**src/inc/flags_agen_pkg.sv**
```systemverilog
`default_nettype none
package flags_agen_pkg;
	// Flag word layout
	localparam int FLAG_W = 16;
	localparam int CARRY_BIT = 0;
	localparam int PARITY_BIT = 2;
	localparam int AUX_BIT = 4;
	localparam int ZERO_BIT = 6;
	localparam int SIGN_BIT = 7;
	localparam int STEP_BIT = 8;
	localparam int IEN_BIT = 9;
	localparam int DIR_BIT = 10;
	localparam int OVF_BIT = 11;
	localparam logic [15:0] FLAG_RESET = 16'h0002;
	localparam logic [15:0] FIXED_ONE_MASK = 16'h0002;
	localparam logic [15:0] WRITABLE_MASK = 16'h0fd5;
	localparam logic [15:0] RESULT_MASK = 16'h08d5;
	// Operand widths
	localparam int ADDR_W = 16;
	localparam int BYTE_W = 8;
	localparam int NIB_W = 4;
	localparam logic [15:0] STEP_BYTE = 16'h0001;
	localparam logic [15:0] STEP_WORD = 16'h0002;

	typedef enum logic [2:0]
	{
		ALU_ADD = 3'b000,
		ALU_SUB = 3'b001,
		ALU_AND = 3'b010,
		ALU_OR = 3'b011,
		ALU_XOR = 3'b100
	} alu_op_t;

	typedef enum logic [1:0]
	{
		REF_FETCH = 2'b00,
		REF_STACK = 2'b01,
		REF_DATA = 2'b10,
		REF_STR_DST = 2'b11
	} ref_kind_t;

	typedef enum logic [1:0]
	{
		SEG_EXTRA = 2'b00,
		SEG_CODE = 2'b01,
		SEG_STACK = 2'b10,
		SEG_DATA = 2'b11
	} seg_sel_t;

	typedef enum logic [2:0]
	{
		MODE_DIRECT = 3'b000,
		MODE_REG_IND = 3'b001,
		MODE_BASED = 3'b010,
		MODE_INDEXED = 3'b011,
		MODE_BASE_IDX = 3'b100,
		MODE_BASE_IDX_DISP = 3'b101
	} addr_mode_t;

	typedef enum logic [1:0]
	{
		IND_SRC = 2'b00,
		IND_DST = 2'b01,
		IND_BASE_GEN = 2'b10,
		IND_BASE_PTR = 2'b11
	} ind_reg_t;

	typedef enum logic
	{
		OPND_REG = 1'b0,
		OPND_IMM = 1'b1
	} opnd_kind_t;

	// Even count of ones in a byte
	function automatic logic parity_even(input logic [7:0] v);
		parity_even = ~(^v);
	endfunction
endpackage
`default_nettype wire

```
**src/rtl/result_flag_calc.sv**
```systemverilog
`default_nettype none
module result_flag_calc
	import flags_agen_pkg::*;
(
	// Operation
	input wire alu_op_t op_in,
	input wire logic word_in,
	input wire logic carry_in,
	// Operands
	input wire logic [15:0] a_in,
	input wire logic [15:0] b_in,
	// Result and flags at their word positions
	output logic [15:0] result_out,
	output logic [15:0] flags_out
);
	logic [16:0] wide;
	logic arith;
	logic is_sub;
	logic a_msb;
	logic b_msb;
	logic r_msb;

	// Carry into bit k is wide[k]^a[k]^b[k] for both add and subtract
	assign is_sub = (op_in == ALU_SUB);
	assign arith = (op_in == ALU_ADD) || is_sub;
	always_comb
	begin
		unique case (op_in)
			ALU_ADD: wide = {1'b0, a_in} + {1'b0, b_in} + {16'h0000, carry_in};
			ALU_SUB: wide = {1'b0, a_in} - {1'b0, b_in} - {16'h0000, carry_in};
			ALU_AND: wide = {1'b0, a_in & b_in};
			ALU_OR: wide = {1'b0, a_in | b_in};
			ALU_XOR: wide = {1'b0, a_in ^ b_in};
			default: wide = 17'h00000;
		endcase
	end

	assign result_out = word_in ? wide[15:0] : {8'h00, wide[7:0]};
	assign a_msb = word_in ? a_in[15] : a_in[7];
	assign b_msb = word_in ? b_in[15] : b_in[7];
	assign r_msb = word_in ? wide[15] : wide[7];

	// Flag bits placed at their positions, other bits zero
	always_comb
	begin
		flags_out = 16'h0000;
		flags_out[CARRY_BIT] = arith &&
			(word_in ? wide[16] : (wide[8] ^ a_in[8] ^ b_in[8]));
		flags_out[PARITY_BIT] = parity_even(wide[7:0]);
		flags_out[AUX_BIT] = arith && (wide[NIB_W] ^ a_in[NIB_W] ^ b_in[NIB_W]);
		flags_out[ZERO_BIT] = (result_out == 16'h0000);
		flags_out[SIGN_BIT] = r_msb;
		flags_out[OVF_BIT] = arith && ((a_msb ^ b_msb) == is_sub) && (r_msb != a_msb);
	end
endmodule
`default_nettype wire

```
**src/rtl/offset_adder.sv**
```systemverilog
`default_nettype none
module offset_adder
	import flags_agen_pkg::*;
(
	// Mode and element selects
	input wire addr_mode_t mode_in,
	input wire logic base_sel_in,
	input wire logic index_sel_in,
	input wire ind_reg_t ind_reg_in,
	input wire logic [15:0] disp_in,
	input wire logic disp_short_in,
	// Register contents
	input wire logic [15:0] base_general_in,
	input wire logic [15:0] base_pointer_in,
	input wire logic [15:0] source_index_in,
	input wire logic [15:0] dest_index_in,
	// Result
	output logic [15:0] offset_out,
	output logic bp_base_out
);
	logic [15:0] disp_ext;
	logic [15:0] base_val;
	logic [15:0] index_val;
	logic [15:0] ind_val;

	// Short displacement widened by its sign
	assign disp_ext = disp_short_in ? {{8{disp_in[7]}}, disp_in[7:0]} : disp_in;
	assign base_val = base_sel_in ? base_pointer_in : base_general_in;
	assign index_val = index_sel_in ? dest_index_in : source_index_in;

	// Exactly one register for indirect mode
	always_comb
	begin
		unique case (ind_reg_in)
			IND_SRC: ind_val = source_index_in;
			IND_DST: ind_val = dest_index_in;
			IND_BASE_GEN: ind_val = base_general_in;
			IND_BASE_PTR: ind_val = base_pointer_in;
		endcase
	end

	// Sums are 16 bits wide so the carry out of bit 15 falls away
	always_comb
	begin
		offset_out = 16'h0000;
		bp_base_out = 1'b0;
		unique case (mode_in)
			MODE_DIRECT: offset_out = disp_ext;
			MODE_REG_IND:
			begin
				offset_out = ind_val;
				bp_base_out = (ind_reg_in == IND_BASE_PTR);
			end
			MODE_BASED:
			begin
				offset_out = disp_ext + base_val;
				bp_base_out = base_sel_in;
			end
			MODE_INDEXED: offset_out = disp_ext + index_val;
			MODE_BASE_IDX:
			begin
				offset_out = base_val + index_val;
				bp_base_out = base_sel_in;
			end
			MODE_BASE_IDX_DISP:
			begin
				offset_out = base_val + index_val + disp_ext;
				bp_base_out = base_sel_in;
			end
			default: offset_out = 16'h0000;
		endcase
	end
endmodule
`default_nettype wire

```
**src/rtl/flags_and_address_generation.sv**
```systemverilog
// How it works
// - Carry flag from high-order carry or borrow
// - Parity flag set on even low-byte ones
// - Aux carry from low nibble carry/borrow
// - Zero flag set when result zero
// - Sign flag copies result top bit
// - Overflow flag on signed range overflow
// - Single step interrupts after instruction, clears flag
// - Interrupt enable gates maskable interrupt acceptance
// - Direction flag picks string index step sign
// - Segment spans up to 64K bytes
// - Address is 16-bit selector plus offset
// - Prefetch always uses code segment
// - Stack and base-pointer references use stack segment
// - Other data references use data segment
// - String destination uses extra segment
// - Override prefix replaces default segment for stack and data references only
// - Offset sum is 16 bits, carry dropped
// - Short displacement is sign extended
// - Direct mode offset is displacement alone
// - Register indirect uses one pointer register
// - Base from two bases, index from two indexes
// - Mode sums of displacement, base, index
// - Register or immediate operand selection
`default_nettype none
module flags_and_address_generation
	import flags_agen_pkg::*;
(
	// Clock and reset
	input wire logic clk_in,
	input wire logic rst_in,
	// Result flag update
	input wire logic alu_valid_in,
	input wire alu_op_t alu_op_in,
	input wire logic alu_word_in,
	input wire logic alu_carry_in,
	input wire logic [15:0] alu_a_in,
	input wire logic [15:0] alu_b_in,
	input wire logic [15:0] flag_affect_mask_in,
	// Flag word load
	input wire logic flag_load_in,
	input wire logic [15:0] flag_load_value_in,
	input wire logic [15:0] flag_load_mask_in,
	// Instruction boundary and interrupts
	input wire logic instr_done_in,
	input wire logic intr_req_in,
	input wire logic [7:0] intr_vector_in,
	// String stepping
	input wire logic str_step_in,
	input wire logic str_word_in,
	// Segment registers
	input wire logic [15:0] code_segment_reg_in,
	input wire logic [15:0] stack_segment_reg_in,
	input wire logic [15:0] data_segment_reg_in,
	input wire logic [15:0] extra_segment_reg_in,
	// Base and index registers
	input wire logic [15:0] base_general_reg_in,
	input wire logic [15:0] base_pointer_reg_in,
	input wire logic [15:0] source_index_reg_in,
	input wire logic [15:0] dest_index_reg_in,
	// Address request
	input wire logic agen_req_in,
	input wire ref_kind_t ref_kind_in,
	input wire logic override_valid_in,
	input wire seg_sel_t override_seg_in,
	input wire addr_mode_t addr_mode_in,
	input wire logic base_sel_in,
	input wire logic index_sel_in,
	input wire ind_reg_t ind_reg_in,
	input wire logic [15:0] disp_in,
	input wire logic disp_short_in,
	input wire logic [15:0] fetch_offset_in,
	// Operand request
	input wire logic opnd_req_in,
	input wire opnd_kind_t opnd_kind_in,
	input wire logic opnd_word_in,
	input wire logic opnd_high_byte_in,
	input wire logic [15:0] opnd_reg_value_in,
	input wire logic [15:0] opnd_imm_in,
	// Flag word and interrupt outputs
	output logic [15:0] flag_word_out,
	output logic step_irq_out,
	output logic intr_take_out,
	output logic [7:0] intr_vector_out,
	// String outputs
	output logic str_valid_out,
	output logic [15:0] source_index_next_out,
	output logic [15:0] dest_index_next_out,
	// Address outputs
	output logic agen_valid_out,
	output seg_sel_t seg_used_out,
	output logic [15:0] seg_selector_out,
	output logic [15:0] offset_out,
	// Operand outputs
	output logic opnd_valid_out,
	output logic [15:0] opnd_value_out
);
	logic [15:0] flags_q;
	logic [15:0] flags_d;
	logic [15:0] calc_result;
	logic [15:0] calc_flags;
	logic [15:0] alu_mask;
	logic [15:0] load_mask;
	logic intr_meta_q;
	logic intr_sync_q;
	logic step_take;
	logic intr_take;
	logic [15:0] str_delta;
	logic [15:0] calc_offset;
	logic bp_base;
	seg_sel_t seg_default;
	seg_sel_t seg_pick;
	logic [15:0] seg_value;
	logic [15:0] offset_pick;
	logic override_ok;
	logic [15:0] reg_opnd;
	logic [15:0] opnd_pick;

	////////////////////////////////////////////////////////////////////////
	// Datapath leaves
	result_flag_calc u_flag_calc
	(
		.op_in(alu_op_in),
		.word_in(alu_word_in),
		.carry_in(alu_carry_in),
		.a_in(alu_a_in),
		.b_in(alu_b_in),
		.result_out(calc_result),
		.flags_out(calc_flags)
	);

	offset_adder u_offset_adder
	(
		.mode_in(addr_mode_in),
		.base_sel_in(base_sel_in),
		.index_sel_in(index_sel_in),
		.ind_reg_in(ind_reg_in),
		.disp_in(disp_in),
		.disp_short_in(disp_short_in),
		.base_general_in(base_general_reg_in),
		.base_pointer_in(base_pointer_reg_in),
		.source_index_in(source_index_reg_in),
		.dest_index_in(dest_index_reg_in),
		.offset_out(calc_offset),
		.bp_base_out(bp_base)
	);

	////////////////////////////////////////////////////////////////////////
	// Interrupt pin synchroniser; only the second stage is read
	always_ff @(posedge clk_in)
	begin
		if (rst_in)
		begin
			intr_meta_q <= 1'b0;
			intr_sync_q <= 1'b0;
		end
		else
		begin
			intr_meta_q <= intr_req_in;
			intr_sync_q <= intr_meta_q;
		end
	end

	// Single step outranks the maskable request at a boundary
	assign step_take = instr_done_in && flags_q[STEP_BIT];
	assign intr_take = instr_done_in && !step_take && intr_sync_q && flags_q[IEN_BIT];

	////////////////////////////////////////////////////////////////////////
	// Flag word next value; only masked bits move, plus step and enable bits cleared when taken
	assign load_mask = flag_load_mask_in & WRITABLE_MASK;
	assign alu_mask = flag_affect_mask_in & RESULT_MASK;
	always_comb
	begin
		flags_d = flags_q;
		if (flag_load_in)
		begin
			flags_d = (flags_d & ~load_mask) | (flag_load_value_in & load_mask);
		end
		if (alu_valid_in)
		begin
			flags_d = (flags_d & ~alu_mask) | (calc_flags & alu_mask);
		end
		if (step_take)
		begin
			flags_d[STEP_BIT] = 1'b0;
		end
		if (intr_take)
		begin
			flags_d[IEN_BIT] = 1'b0;
		end
		flags_d = (flags_d & WRITABLE_MASK) | FIXED_ONE_MASK;
	end

	// Flag register and interrupt outputs
	always_ff @(posedge clk_in)
	begin
		if (rst_in)
		begin
			flags_q <= FLAG_RESET;
			step_irq_out <= 1'b0;
			intr_take_out <= 1'b0;
			intr_vector_out <= 8'h00;
		end
		else
		begin
			flags_q <= flags_d;
			step_irq_out <= step_take;
			intr_take_out <= intr_take;
			if (intr_take)
			begin
				intr_vector_out <= intr_vector_in;
			end
		end
	end
	assign flag_word_out = flags_q;

	////////////////////////////////////////////////////////////////////////
	// String index stepping; wraps inside the 64K segment
	assign str_delta = str_word_in ? STEP_WORD : STEP_BYTE;
	always_ff @(posedge clk_in)
	begin
		if (rst_in)
		begin
			str_valid_out <= 1'b0;
			source_index_next_out <= 16'h0000;
			dest_index_next_out <= 16'h0000;
		end
		else
		begin
			str_valid_out <= str_step_in;
			if (str_step_in && flags_q[DIR_BIT])
			begin
				source_index_next_out <= source_index_reg_in - str_delta;
				dest_index_next_out <= dest_index_reg_in - str_delta;
			end
			else if (str_step_in)
			begin
				source_index_next_out <= source_index_reg_in + str_delta;
				dest_index_next_out <= dest_index_reg_in + str_delta;
			end
		end
	end

	////////////////////////////////////////////////////////////////////////
	// Implicit segment choice by reference kind
	always_comb
	begin
		unique case (ref_kind_in)
			REF_FETCH: seg_default = SEG_CODE;
			REF_STACK: seg_default = SEG_STACK;
			REF_DATA: seg_default = bp_base ? SEG_STACK : SEG_DATA;
			REF_STR_DST: seg_default = SEG_EXTRA;
		endcase
	end

	// Prefetch and string destination cannot be redirected
	assign override_ok = override_valid_in &&
		(ref_kind_in != REF_FETCH) && (ref_kind_in != REF_STR_DST);
	assign seg_pick = override_ok ? override_seg_in : seg_default;

	always_comb
	begin
		unique case (seg_pick)
			SEG_EXTRA: seg_value = extra_segment_reg_in;
			SEG_CODE: seg_value = code_segment_reg_in;
			SEG_STACK: seg_value = stack_segment_reg_in;
			SEG_DATA: seg_value = data_segment_reg_in;
		endcase
	end

	// Prefetch offset comes from the instruction pointer, not the modes
	assign offset_pick = (ref_kind_in == REF_FETCH) ? fetch_offset_in : calc_offset;

	// Selector and offset kept as two 16-bit parts
	always_ff @(posedge clk_in)
	begin
		if (rst_in)
		begin
			agen_valid_out <= 1'b0;
			seg_used_out <= SEG_CODE;
			seg_selector_out <= 16'h0000;
			offset_out <= 16'h0000;
		end
		else
		begin
			agen_valid_out <= agen_req_in;
			if (agen_req_in)
			begin
				seg_used_out <= seg_pick;
				seg_selector_out <= seg_value;
				offset_out <= offset_pick;
			end
		end
	end

	////////////////////////////////////////////////////////////////////////
	// Register or immediate operand
	assign reg_opnd = opnd_word_in ? opnd_reg_value_in :
		(opnd_high_byte_in ? {8'h00, opnd_reg_value_in[15:8]} :
		{8'h00, opnd_reg_value_in[7:0]});
	assign opnd_pick = (opnd_kind_in == OPND_IMM) ? opnd_imm_in : reg_opnd;

	always_ff @(posedge clk_in)
	begin
		if (rst_in)
		begin
			opnd_valid_out <= 1'b0;
			opnd_value_out <= 16'h0000;
		end
		else
		begin
			opnd_valid_out <= opnd_req_in;
			if (opnd_req_in)
			begin
				opnd_value_out <= opnd_pick;
			end
		end
	end
endmodule
`default_nettype wire

```
**config.mk**
```make
export PLATFORM = sky130hd
export DESIGN_NAME = flags_and_address_generation
export DESIGN_NICKNAME = d
export VERILOG_FILES = /design/src/inc/flags_agen_pkg.sv /design/src/rtl/result_flag_calc.sv /design/src/rtl/offset_adder.sv /design/src/rtl/flags_and_address_generation.sv
export SDC_FILE = /design/constraint.sdc
export NUM_CORES = 1
export LEC_CHECK = 0
export BUFFER_PORTS_ARGS = -buffer_cell sky130_fd_sc_hd__buf_2
export CAP_MARGIN = 10
export CORE_MARGIN = 2
export CORE_UTILIZATION = 30
export CTS_BUF_LIST = sky130_fd_sc_hd__clkbuf_8
export DETAILED_ROUTE_END_ITERATION = 12
export PLACE_DENSITY = 0.61
export SLEW_MARGIN = 10
export SYNTH_ARGS = -nofsm -noshare
export SYNTH_HDL_FRONTEND = slang
export SYNTH_SLANG_ARGS = --single-unit
export TNS_END_PERCENT = 30
```
**constraint.sdc**
```tcl
create_clock -name clk_in -period 5.6 [get_ports clk_in]
set_input_delay 0.28 -clock clk_in [delete_from_list [all_inputs] [get_ports clk_in]]
set_output_delay 0.28 -clock clk_in [all_outputs]
set_load 0.02 [all_outputs]
```
==> impl_metrics.json <==
{
  "cts_hold_buf": 0,
  "synth_most_common_cell": "nor2_1",
  "fmax_mhz": 225,
  "dieArea_um2": 40500,
  "post-route-min-period_ns": 4.45,
  "tritoncts": "done",
  "post-synth-top-area-fraction": 0.182,
  "hold_violations": 0,
  "insertion_delay_ns": 0.41,
  "place_congestion": 0.968,
  "start_kind": "input pin",
  "synth_edf_count": 0,
  "worstHoldPathType": "input pin to flop",
  "period_share": 0.794,
  "core_area_um2": 38600,
  "htreeDepth": 3,
  "ir_worst_vdd_mv": 0.110,
  "synthTopCellsByCount": "nor2_1 (149), ha_1 (130), nand2_1 (115)",
  "power_density_nw_per_um2": 192,
  "area_delta_synth_final_pct": 22.1,
  "grt_pass1_wl_um": 66700,
  "clk_pin_slew_ns": 0.13,
  "grt_pass1_vias": 11600,
  "tns_ns": 0,
  "port_buffers": 390,
  "grt_util_all_layers": 0.212,
  "die_height_um": 201,
  "antenna_left": 0,
  "place_area_um2": 14000,
  "hpwl_um": 36800,
  "worst_pin_slew_ns": 0.963,
  "root_buffer": "clkbuf_8",
  "rsz0062_at_grt": "false",
  "synthDistinctLibCells": 81,
  "nets": 2223,
  "syn_area_um2": 11700,
  "worst_path_max_delay_cell": "or4_1",
  "status": "complete, no violations",
  "required_ns": 5.90,
  "antenna_found_initial": 19,
  "final-setup-viol-count": 0,
  "worst-path-max-fanout": 17,
  "crit_chain": "buf_2 > buf_4 > mux2_2 > ha_1 > nor2b_1 > o21a_1 > o21ai_0 > a21boi_0 > or3_1 > nand3_1 > nand3_1 > ha_1 > or4_1 > o22ai_2 > o2111ai_1 > a31o_1 > a21oi_1 > xor3_1 > nand2_1 > a31oi_1",
  "wirelength_um": 44900,
  "crit_type": "input pin to flop",
  "vias": 12100,
  "cts_setup_buffers": 0,
  "die_w_um": 201,
  "final_area_um2": 14300,
  "async_reset_ff_frac": 0,
  "critPathMaxStageDelay_ns": 0.55,
  "ys_dominant_reg_cell": "dfxtp_1",
  "cp-end-kind": "flop",
  "cp.arrival_ns": 4.75,
  "cts_resized": 0,
  "clk_path_buf_depth": 2,
  "grt_max_degree": 75,
  "clock_skew_ns": 0.0252,
  "synth.avg_cell_area_um2": 8.11,
  "ys_warn_count": 0,
  "yosysSeqAreaShare": 0.182,
  "initial_core_util": 0.303,
  "post_drt_wl_per_cell_um": 19.4,
  "rows": 72,
  "drive_gt1_frac": 0.279,
  "via_per_inst": 5.25,
  "relSlewSlack": 0.357,
  "drtIter0Drc": 860,
  "drtPass1Iterations": 7,
  "drc": 0,
  "io_pins": 422,
  "ys_seq_elements": 106,
  "max-cap-violations": 0,
  "p_leak_nw": 6.80,
  "netlist_instances": 1440,
  "numClockSinks": 106,
  "grt_overflow": 0,
  "cts_buffers": 9,
  "fillers": 4107,
  "slew_violations": 0,
  "synth.area.top_cells": "dfxtp_1 (18%), ha_1 (14%), mux4_2 (6.4%)",
  "yosys.area.top_type": "dfxtp_1"
}
-- layout by cell type, fill, tap and decap left out, types with 58 or more instances in the layout --
master,count
a21oi_1,80
nand2_1,115
xnor2_1,58
o21ai_0,80
inv_1,109
nor2_1,149
ha_1,130
dfxtp_1,106
buf_2,389
mux2i_1,69
-- cell type report --
type                            count  area, µm²  share of cell area
Tap cell                          518        648              0.0455
Clock inverter                      6       67.6             0.00474
Antenna cell                       13       32.5             0.00228
Clock buffer                       10        138             0.00966
Multi-Input combinational cell   1151       8820               0.619
Sequential cell                   106       2120               0.149
Timing Repair Buffer              398       2010               0.141
Inverter                          108        405              0.0284
-- per-stage QoR --
stage / cells / setup slack (ns) / power (mW) / hold slack, ns / utilization
5_1_grt: 2303 / 0.885 / 2.93 / 0.0848 / 0.369
3_3_place_gp: 2281 / 0.866 / 2.20 / 0.438 / 0.363
6_report: 2310 / 1.15 / 2.73 / 0.0962 / 0.370
2_1_floorplan: 1445 / 0.889 / 1.80 / 0.396 / -
4_1_cts: 2297 / 1.26 / 2.76 / 0.0742 / 0.369
3_5_place_dp: 2281 / 0.812 / 2.22 / 0.430 / 0.363
-- worst max-delay path: cells and delay by family --
kind,cells,cell delay (ns)
XOR/XNOR,1,0.24
AO/OA/AOI/OAI,8,1.53
buffers and inverters,2,0.37
AND/OR/NAND/NOR,6,1.32
multiplexers,1,0.39
adder cells (fa/ha/maj),2,0.60
-- cells by family after synthesis --
family	share of synthesized area
flip-flops	0.182
AND/OR/NAND/NOR	0.164
XOR/XNOR	0.0650
other	0.000643
AO/OA/AOI/OAI	0.217
adder cells (fa/ha/maj)	0.153
multiplexers	0.154
buffers and inverters	0.0649
-- flip-flops by register name, indices dropped and copies added (netlist names), named ones only --
name,cells
intr_meta_q,1
opnd_value_out,16
dest_index_next_out,16
opnd_valid_out,1
flag_word_out,6
seg_selector_out,16
step_irq_out,1
agen_valid_out,1
seg_used_out,2
intr_vector_out,8
str_valid_out,1
offset_out,16
intr_take_out,1
intr_sync_q,1
source_index_next_out,16
-- per-layer routing --
metal  wire [µm]  vias up  track usage  part of all wire
met5          86        -            0            0.0019
met4        1610       16       0.0859             0.036
met3        3220       81       0.0488             0.072
met2       21700      454        0.368              0.48
met1       18300     5676        0.251              0.41
li1            -     5890            -                 -
-- final timing paths --
| kind | depth (start not counted) | slack [ns] | end | startpoint |
|---|---|---|---|---|
| max | 20 | 1.15 | offset_out[15]$_SDFFE_PP0P_ | base_sel_in |
| min | 2 | 0.1 | flag_word_out[2]$_SDFF_PP0_ | flag_affect_mask_in[2] |
| max reg2reg | 11 | 1.74 | dest_index_next_out[15]$_SDFFE_PP0P_ | flop |
| min reg2reg | 1 | 0.45 | intr_sync_q$_SDFF_PP0_ | intr_meta_q$_SDFF_PP0_ |
-- where the power goes --
group,internal [mW],total [mW],leakage (nW),switching (mW)
sequential,0.810,0.838,0.874,0.0281
combinational,0.580,1.37,5.82,0.790
clock,0.221,0.526,0.104,0.306
total,1.61,2.73,6.80,1.12
Power figures use the tool's default switching activity.
